[src/rtl/tca_pkg.sv]
// package: constants and carriers for the compare/capture timer contention block
package tca_pkg;
  // count source select codes (3 bits)
  localparam logic [2:0] SRC_FAST     = 3'h6;
  localparam logic [2:0] SRC_EXT      = 3'h7;
  // divider ratios for internal sources: codes 0..5 -> 2,2,4,8,32,32
  localparam int         DIV_W        = 5;
  localparam logic [15:0] CNT_RST     = 16'h0000;
  localparam logic [15:0] GR_RST      = 16'hffff;
  localparam int         NUM_GR       = 4;
  // fast clock enable period in core clocks
  localparam int         FAST_DIV     = 3;
  // output action per channel: 0 none, 1 low, 2 high, 3 toggle
  localparam logic [1:0] ACT_NONE     = 2'h0;
  localparam logic [1:0] ACT_LOW      = 2'h1;
  localparam logic [1:0] ACT_HIGH     = 2'h2;
  localparam logic [1:0] ACT_TOGGLE   = 2'h3;

  // first control register write carrier
  typedef struct packed {
    logic       wr;
    logic       clear_on_a;
    logic [2:0] count_source_select;
    logic [3:0] initial_pin_levels;
  } tca_ctrl_s;

  // counter write carrier
  typedef struct packed {
    logic        wr;
    logic [15:0] data;
  } tca_cntwr_s;
endpackage : tca_pkg

[src/rtl/tca_timer.sv]
// timer counter with write, clear, count and compare contention handling
//
// Function
// - a counter write is committed in the second cycle of its write, not the first.
// - a counter clear in the commit cycle wins and the written value is dropped.
// - a counter write that meets a count-up loads the value and the increment is lost.
// - internal count pulses come from rising edges of the selected divided clock, even one made by switching.
// - entering module standby leaves a pending request uncleared.
// - compare pins show the initial levels until the first compare match changes them.
// - a first control register write in the match cycle is applied and the match's pin change is dropped.
// - a compare match fires when the counter leaves the matching value on the next count.
// - a status flag clears only on a zero write after it was read as one.
`timescale 1ns/100ps
module tca_timer (
  input  wire logic                 core_clk,
  input  wire logic                 rst,
  input  wire logic                 count_enable,
  input  wire logic                 module_standby,
  input  wire tca_pkg::tca_ctrl_s   ctrl_in,
  input  wire tca_pkg::tca_cntwr_s  cnt_wr,
  input  wire logic [63:0]          general_match_regs,
  input  wire logic [7:0]           match_actions,
  input  wire logic                 ext_clk_in,
  input  wire logic [3:0]           flag_read,
  input  wire logic [3:0]           flag_write_zero,
  output logic [15:0]               timer_count_value,
  output logic [3:0]                compare_capture_pins,
  output logic [3:0]                compare_capture_oe,
  output logic [3:0]                match_flags,
  output logic [3:0]                initial_pin_levels,
  output logic [2:0]                count_source_select,
  output logic                      irq_pending
);

  // ************************************
  // state
  // ************************************
  localparam int    DIV_LEN = tca_pkg::DIV_W;
  logic [15:0]      cnt_q;
  logic [DIV_LEN-1:0] div_q;
  logic             src_lvl_q;
  logic             ext_q;
  logic [1:0]       fast_q;
  logic             wr_pend_q;
  logic [15:0]      wr_data_q;
  logic             clr_on_a_q;
  logic [2:0]       sel_q;
  logic [3:0]       init_q;
  logic [3:0]       pin_q;
  logic [3:0]       eq_q;
  logic [3:0]       flag_q;
  logic [3:0]       seen_q;

  // selected divided level for a source code
  function automatic logic div_level(input logic [2:0] sel, input logic [DIV_LEN-1:0] d, input logic [1:0] f);
    unique case (sel)
      3'h0:    div_level = d[0] ^ 1'b1;
      3'h1:    div_level = d[0];
      3'h2:    div_level = d[1];
      3'h3:    div_level = d[2];
      3'h4:    div_level = d[4];
      3'h5:    div_level = d[4];
      3'h6:    div_level = (f == 2'h0);
      default: div_level = 1'b0;
    endcase
  endfunction : div_level

  // ************************************
  // count pulse generation
  // ************************************
  logic cur_lvl;
  logic cnt_pulse;
  logic clr_evt;
  logic commit;
  logic [3:0] match;
  logic ctrl_hit;

  assign cur_lvl = (sel_q == tca_pkg::SRC_EXT) ? ext_q : div_level(sel_q, div_q, fast_q);
  // with count_enable high, any low-to-high of the chosen level counts, switch-made ones too
  assign cnt_pulse = count_enable & cur_lvl & ~src_lvl_q;

  // free-running prescaler and fast-clock enable
  always_ff @(posedge core_clk or posedge rst) begin
    if (rst) begin
      div_q  <= '0;
      fast_q <= 2'h0;
    end else begin
      div_q  <= div_q + DIV_LEN'(1);
      fast_q <= (fast_q == 2'(tca_pkg::FAST_DIV - 1)) ? 2'h0 : fast_q + 2'h1;
    end
  end

  // previous source level and external pin sample
  always_ff @(posedge core_clk or posedge rst) begin
    if (rst) begin
      src_lvl_q <= 1'b0;
      ext_q     <= 1'b0;
    end else begin
      src_lvl_q <= cur_lvl;
      ext_q     <= ext_clk_in;
    end
  end

  // ************************************
  // compare and counter
  // ************************************
  // match when leaving an equal value on a count
  always_comb begin
    for (int i = 0; i < tca_pkg::NUM_GR; i++) begin
      match[i] = eq_q[i] & cnt_pulse;
    end
  end
  assign clr_evt = clr_on_a_q & match[0];
  assign commit  = wr_pend_q;
  assign ctrl_hit = ctrl_in.wr;

  // equality held per general register
  always_ff @(posedge core_clk or posedge rst) begin
    if (rst) begin
      eq_q <= 4'h0;
    end else begin
      for (int i = 0; i < tca_pkg::NUM_GR; i++) begin
        eq_q[i] <= (cnt_q == general_match_regs[16*i +: 16]);
      end
    end
  end

  // write taken in first cycle, committed in the second
  always_ff @(posedge core_clk or posedge rst) begin
    if (rst) begin
      wr_pend_q <= 1'b0;
      wr_data_q <= tca_pkg::CNT_RST;
    end else begin
      wr_pend_q <= cnt_wr.wr;
      if (cnt_wr.wr) begin
        wr_data_q <= cnt_wr.data;
      end
    end
  end

  // clear beats write, write beats count
  always_ff @(posedge core_clk or posedge rst) begin
    if (rst) begin
      cnt_q <= tca_pkg::CNT_RST;
    end else if (clr_evt) begin
      cnt_q <= tca_pkg::CNT_RST;
    end else if (commit) begin
      cnt_q <= wr_data_q;
    end else if (cnt_pulse) begin
      cnt_q <= cnt_q + 16'h0001;
    end
  end

  // ************************************
  // control register
  // ************************************
  always_ff @(posedge core_clk or posedge rst) begin
    if (rst) begin
      clr_on_a_q <= 1'b0;
      sel_q      <= 3'h0;
      init_q     <= 4'h0;
    end else if (ctrl_in.wr) begin
      clr_on_a_q <= ctrl_in.clear_on_a;
      sel_q      <= ctrl_in.count_source_select;
      init_q     <= ctrl_in.initial_pin_levels;
    end
  end

  // ************************************
  // compare pins
  // ************************************
  always_ff @(posedge core_clk or posedge rst) begin
    if (rst) begin
      pin_q <= 4'h0;
    end else if (ctrl_hit) begin
      pin_q <= ctrl_in.initial_pin_levels;
    end else begin
      for (int i = 0; i < tca_pkg::NUM_GR; i++) begin
        if (match[i]) begin
          unique case (match_actions[2*i +: 2])
            tca_pkg::ACT_LOW:    pin_q[i] <= 1'b0;
            tca_pkg::ACT_HIGH:   pin_q[i] <= 1'b1;
            tca_pkg::ACT_TOGGLE: pin_q[i] <= ~pin_q[i];
            tca_pkg::ACT_NONE:   pin_q[i] <= pin_q[i];
          endcase
        end
      end
    end
  end

  // ************************************
  // status flags
  // ************************************
  // set wins; clear needs a prior read-as-one; standby freezes them
  always_ff @(posedge core_clk or posedge rst) begin
    if (rst) begin
      flag_q <= 4'h0;
      seen_q <= 4'h0;
    end else if (!module_standby) begin
      for (int i = 0; i < tca_pkg::NUM_GR; i++) begin
        if (match[i]) begin
          flag_q[i] <= 1'b1;
        end else if (flag_write_zero[i] && seen_q[i]) begin
          flag_q[i] <= 1'b0;
        end
        if (flag_read[i]) begin
          seen_q[i] <= flag_q[i];
        end else if (flag_write_zero[i]) begin
          seen_q[i] <= 1'b0;
        end
      end
    end
  end

  // outputs
  assign timer_count_value    = cnt_q;
  assign compare_capture_pins = pin_q;
  assign compare_capture_oe   = 4'hf;
  assign match_flags          = flag_q;
  assign initial_pin_levels   = init_q;
  assign count_source_select  = sel_q;
  assign irq_pending          = |flag_q;
endmodule : tca_timer

[config.mk]
export PLATFORM = sky130hd
export DESIGN_NAME = tca_timer
export DESIGN_NICKNAME = d
export VERILOG_FILES = /design/src/rtl/tca_pkg.sv /design/src/rtl/tca_timer.sv
export SDC_FILE = /design/constraint.sdc
export NUM_CORES = 1
export LEC_CHECK = 0
export BUFFER_PORTS_ARGS = -buffer_cell sky130_fd_sc_hd__buf_4
export CORE_UTILIZATION = 49
export CTS_CLUSTER_DIAMETER = 50
export CTS_CLUSTER_SIZE = 14
export DETAILED_ROUTE_END_ITERATION = 12
export PLACE_DENSITY = 0.8
export SETUP_SLACK_MARGIN = 0.15
export SLEW_MARGIN = 10
export SYNTH_ARGS = -nofsm -noshare
export SYNTH_HDL_FRONTEND = slang
export SYNTH_SLANG_ARGS = --single-unit
[constraint.sdc]
create_clock -name core_clk -period 2.7 [get_ports core_clk]
set_input_delay 0.54 -clock core_clk [delete_from_list [all_inputs] [get_ports core_clk]]
set_output_delay 0.54 -clock core_clk [all_outputs]
set_load 0.05 [all_outputs]
After elaboration in Yosys (flattened, before gate mapping)
Cells that the tools add are included.

Register bits: 66. Input bits: 111. Output and inout port bits: 36. Logic and storage cells: 136.

Add/subtract/negate cells: 3. Equal/unequal tests: 28. Muxes and demuxes: 31. Bitwise gates (word level): 14. Reduce and logical (&&, ||, !) cells: 37.

Operators by type and width (count): $eq 16x16->1 (4); $mux 16 (3); $reduce_and 2->1 (12); $reduce_bool 2->1 (12); $mux 1 (21); $eq 2x2->1 const B (9); $add 16x1->16 const B (1); $eq 3x3->1 const B (4); $pmux 1 s3 (4); $logic_not 2->1 (5); $eq 2x1->1 const B (4); $ne 2x2->1 const B (4); $and 1x1->1 (7); $not 1->1 (7); $eq 3x2->1 const B (2); $pmux 1 s6 (1); $add 5x1->5 const B (1); $logic_and 1x1->1 (4); $mux 4 (1); $reduce_or 4->1 (1); $eq 3x1->1 const B (1); $logic_not 3->1 (1); $reduce_bool 3->1 (1); $add 2x1->2 const B (1); other kinds (2) (2).

Longest topological paths before layout
Word-level depth: 9. Gate-level depth with buffers: 8. Depth with buffers taken out: 7.

Worst setup path after synthesis
OpenSTA, ideal clock, no wires.

Path type: register -> register. Start: reg sel_q[0], in the netlist count_source_select[0]. End: reg cnt_q[10], in the netlist timer_count_value[10]. Setup time: 133 ps. Arrival: 1869 ps. Required time: 2567 ps. Setup slack: 698 ps. Stages on the path, launching flop included: 9. Path buffers: 2. Clock period less this slack: 2002 ps. Cells stage by stage: dfrtp_1 -> xor2_1 -> o21ai_1 -> nor4bb_1 -> buf_4 -> nand3_1 -> buf_2 -> o21ai_0 -> a21oi_2.

Word-level cells in the longest chain between the ends: 9. Elaborated cells on any way between the ends: 17. Those cells by class: eq/ne (7); mux (3); bitwise (4); reduce/logical (3).

RTL lines: from (decl) (RTL line tca_timer.sv:47) `logic [2:0] sel_q;`; from (signal assigned) (RTL line tca_timer.sv:164) `sel_q <= ctrl_in.count_source_select;`; $eq 3x3->1 (RTL line tca_timer.sv:56) `unique case (sel)`; $reduce_or 2->1 (no line); $pmux 1 s6 (RTL line tca_timer.sv:56); $mux 1 (*) (RTL line tca_timer.sv:78) `assign cur_lvl = (sel_q == tca_pkg::SRC_EXT) ? ext_q : div_level(sel_q, div_q, fast_q);`; $and 1x1->1 (*) (2 in series) (RTL line tca_timer.sv:80) `assign cnt_pulse = count_enable & cur_lvl & ~src_lvl_q;`; $and 1x1->1 (RTL line tca_timer.sv:110) `match[i] = eq_q[i] & cnt_pulse;`; $and 1x1->1 (RTL line tca_timer.sv:113) `assign clr_evt = clr_on_a_q & match[0];`; $reduce_bool 3->1 (no line) or $mux 16 (tied branches); to (signal assigned) (RTL line tca_timer.sv:144) `cnt_q <= tca_pkg::CNT_RST;`; to (signal assigned) (RTL line tca_timer.sv:146) `cnt_q <= tca_pkg::CNT_RST;`; to (signal assigned) (RTL line tca_timer.sv:148) `cnt_q <= wr_data_q;`; to (decl) (RTL line tca_timer.sv:39) `logic [15:0] cnt_q;`.

Every way passes the cells marked *; elsewhere a longest branch is shown, timed or not. A chain may end at the register's enable or synchronous reset.

Worst setup path after layout
Start: reg sel_q[0], in the netlist count_source_select[0]. End: reg cnt_q[15], in the netlist timer_count_value[15].

The elaborated chain is that of the path after synthesis.

==> flow_metrics.py <==
metrics = {
    "timing": {
        "slew-limit-headroom_pct": 47.30,
        "slew_viol_final": 0,
        "period_minus_slack_ns": 2.263,
        "finalSetupViolCount": 0,
        "rsz0062_at_grt": "no",
        "post-route-period-util_pct": 83.83,
        "hold_violations": 0,
        "finalClockSkew_ns": 0.008772,
        "worst_pin_slew_ns": 0.7896,
        "tns_ns": 0,
        "fmax_mhz": 441.8,
    },
    "route": {
        "first_pass_iters": 4,
        "wl_per_cell_um": 16.65,
        "drc": 0,
        "viasPerCell": 5.245,
        "vias": 3152,
        "postRouteAntennaNets": 0,
        "drt_wl_total_mm": 10.01,
        "drt_iter0_drc": 179,
    },
    "logic_synthesis": {
        "yosys-top-cells-area": "dfrtp_1, xnor2_1, mux2_2",
        "synth_compound_area_share_pct": 9.367,
        "synthArstFlopShare_pct": 100.0,
        "syn_area_per_cell_um2": 10.26,
        "synth-xor-area-share_pct": 18.90,
        "yosysTopAreaCell": "dfrtp_1",
        "synth_top_area_share_pct": 44.00,
        "synthesis.area_mm2": 0.003754,
        "synth_top_family_by_area": "XOR/XNOR gates",
        "synth_warnings": 0,
        "netlist-cell-type-count": 48,
        "synth_edf_count": 0,
        "synthFlopType": "dfrtp_1",
        "ys_ff_latch": 66,
        "syn_inst": 366,
        "synthAdderAreaFrac_pct": 0.6667,
        "yosysSeqAreaShare_pct": 44.00,
        "synth-simple-area-share_pct": 14.30,
        "synth_mux_area_share_pct": 6.833,
    },
    "power": {
        "switchingPower_uw": 969.2,
        "intPower_mw": 2.064,
        "p_leak_nw": 2.285,
        "sw_frac_of_total_pct": 31.95,
        "vdd_drop_max_uv": 333.1,
        "power_frac_clock_pct": 31.6,
        "seqPwrFrac_pct": 39.7,
        "p_comb_share_pct": 28.7,
        "power_density_mw_per_mm2": 595.6,
    },
    "clocking": {
        "postCtsHoldBufs": 0,
        "cts.sinks": 66,
        "clk_latency_ns": 0.34,
        "cts_buffers": 9,
        "cts-root-buf": "clkbuf_8",
        "cts.path.max_buffers": 2,
        "postCtsResizedCells": 0,
        "cts_tree": "done",
        "clk_pin_slew_ns": 0.07,
        "htreeDepth": 3,
        "post-cts-setup-buffer-count": 0,
    },
    "setup_path": {
        "crit_slowest_cell": "nand4bb_1",
        "worstPathArrival_ns": 2.49,
        "critical_path_class": "register to register",
        "crit_required_ns": 2.93,
        "crit_start": "count_source_select[0]$_DFFE_PP0P_",
        "cpMostUsedCell": "nor3_1",
        "start_kind": "register",
        "critPathMaxFanout": 8,
        "critical_path.endpoint_type": "register",
        "r2r_start": "count_source_select[0]$_DFFE_PP0P_",
        "crit_chain": "nor3_1 -> o32ai_2 -> nand4bb_1 -> nor3_4 -> nor3_1 -> nor4_1",
        "max_stage_delay_ns": 0.58,
    },
    "floorplanning": {
        "die_h_um": 89.53,
        "initial_core_util_pct": 51.20,
        "io_pins": 147,
        "core-area_mm2": 0.007331,
        "die_w_um": 89.53,
        "die-area_mm2": 0.008015,
        "row_count": 31,
    },
    "status": {
        "outcome": "finished clean",
    },
    "grt": {
        "grt_pass1_wl_mm": 15.28,
        "grt_max_degree": 38,
        "grt_usage_pct": 26.10,
        "grt-ovfl-total": 0,
        "antenna_found_initial": 0,
        "grt_pass1_vias": 3144,
    },
    "finish": {
        "nFillCells": 576,
        "syn2layout_area_growth_pct": 35.67,
        "diodes": 0,
        "drive_gt1_share_pct": 39.44,
        "final_cells": 601,
        "finalNetCount": 610,
    },
    "placement": {
        "placed_cells": 585,
        "portBuffers": 142,
        "gp_congestion": 0.8399,
        "hpwl_mm": 7.527,
    },
    "flow_run": {
        "cap_violations": 0,
    },
    "min_path": {
        "hp-class": "input pin to async pin",
    },
}
-- Yosys cell counts, types with 5 or more instances --
cell and n:
a21oi_1 14, buf_2 9, buf_4 8, clkbuf_1 12, dfrtp_1 66, inv_1 9, mux2_2 20, nand2_1 27
nand3_1 6, nand4_1 19, nor2_1 12, nor4_1 5, o21ai_0 31, xnor2_1 75, xor2_1 6
-- kinds of logic after synthesis --
kind of cell	after synthesis
compound gates	59
xor+xnor	81
fa+ha+maj	2
buf+inv	41
flops	66
mux	23
other cells	1
simple gates	93
-- cell type report --
cell class / instances / area [µm²] / share of cell area [%]
sequential: 66 / 1652 / 32.43
timing repair buffer: 149 / 1131 / 22.21
multi-input combinational: 262 / 1914 / 37.59
clock buffer: 12 / 165.2 / 3.243
clock inverter: 4 / 72.57 / 1.425
inverter: 9 / 33.78 / 0.6634
tap: 99 / 123.9 / 2.432
-- cell usage in the layout, fill, tap and decap left out, types with 2 or more instances in the layout --
cell type and count:
dfrtp_1 66, mux2_2 20, xor2_1 6, a41o_1 4
nor2_1 12, buf_4 148, a31oi_1 4, inv_1 8
nor3_1 4, nand3_1 5, clkbuf_8 12, o21ai_0 31
nand3b_1 4, mux2i_1 2, ha_1 2, nand4_1 19
nand2_1 27, a21oi_1 14, bufinv_16 2, conb_1 4
nor4_1 5, xnor2_1 75
-- state kept, by name (all words and copies together), names as in the netlist --
| signal | count |
|---|---|
| eq_q | 4 |
| seen_q | 4 |
| src_lvl_q | 1 |
| clr_on_a_q | 1 |
| compare_capture_pins | 4 |
| ext_q | 1 |
| commit | 1 |
| count_source_select | 3 |
| wr_data_q | 16 |
| match_flags | 4 |
| fast_q | 2 |
| initial_pin_levels | 4 |
| div_q | 5 |
| timer_count_value | 16 |
-- worst max-delay path, delay by kind of cell, from the launching register on --
kind / cells / cell delay (ns)
DFF: 1 / 0.44
and+or+nand+nor: 5 / 1.56
AOI/OAI and AO/OA: 1 / 0.16
-- per-layer routing --
| layer | part of all wire (%) | GRT usage (%) | wire length [µm] | vias to the layer above |
|---|---|---|---|---|
| li1 | - | - | - | 1509 |
| met1 | 39 | 31.22 | 3855 | 1505 |
| met2 | 51 | 46.56 | 5127 | 130 |
| met3 | 9.2 | 5.817 | 918 | 8 |
| met4 | 1.1 | 8.658 | 109 | 0 |
| met5 | 0 | 0 | 0 | - |
-- metrics by stage --
step           setup slack [ns]  power [mW]  instance area, µm²  util, %  hold WS, ns
2_1_floorplan            0.5052       1.777                3765        -       0.4184
3_3_place_gp             0.4968       2.069                4850    66.15       0.4348
3_5_place_dp             0.3655       2.093                4850    66.15       0.4389
4_1_cts                  0.3345       3.055                5087    69.40       0.2938
5_1_grt                  0.2523       3.170                5092    69.47       0.2942
6_report                 0.4365       3.033                5092    69.47       0.3101
-- worst paths after layout --
path                                                endpoint  slack, ns  depth (start not counted)
max in group asynchronous  timer_count_value[11]$_DFFE_PP0P_       1.77                          3
min reg2reg                              fast_q[0]$_DFF_PP0_       0.45                          1
min in group core_clk                        ext_q$_DFF_PP0_       0.31                          1
max                        timer_count_value[15]$_DFFE_PP0P_       0.44                          6
min                                          ext_q$_DFF_PP0_       0.31                          2
max reg2reg                timer_count_value[15]$_DFFE_PP0P_       0.44                          6
-- power by group through the flow --
stage | logic, mW | registers (mW) | clock network [mW]
2_1_floorplan | 0.476 | 1.30 | 0
3_3_place_gp | 0.852 | 1.22 | 0
3_5_place_dp | 0.873 | 1.22 | 0
4_1_cts | 0.878 | 1.20 | 0.976
5_1_grt | 0.935 | 1.21 | 1.02
6_report | 0.872 | 1.20 | 0.958
No activity file was read; power rests on OpenSTA's default activity.
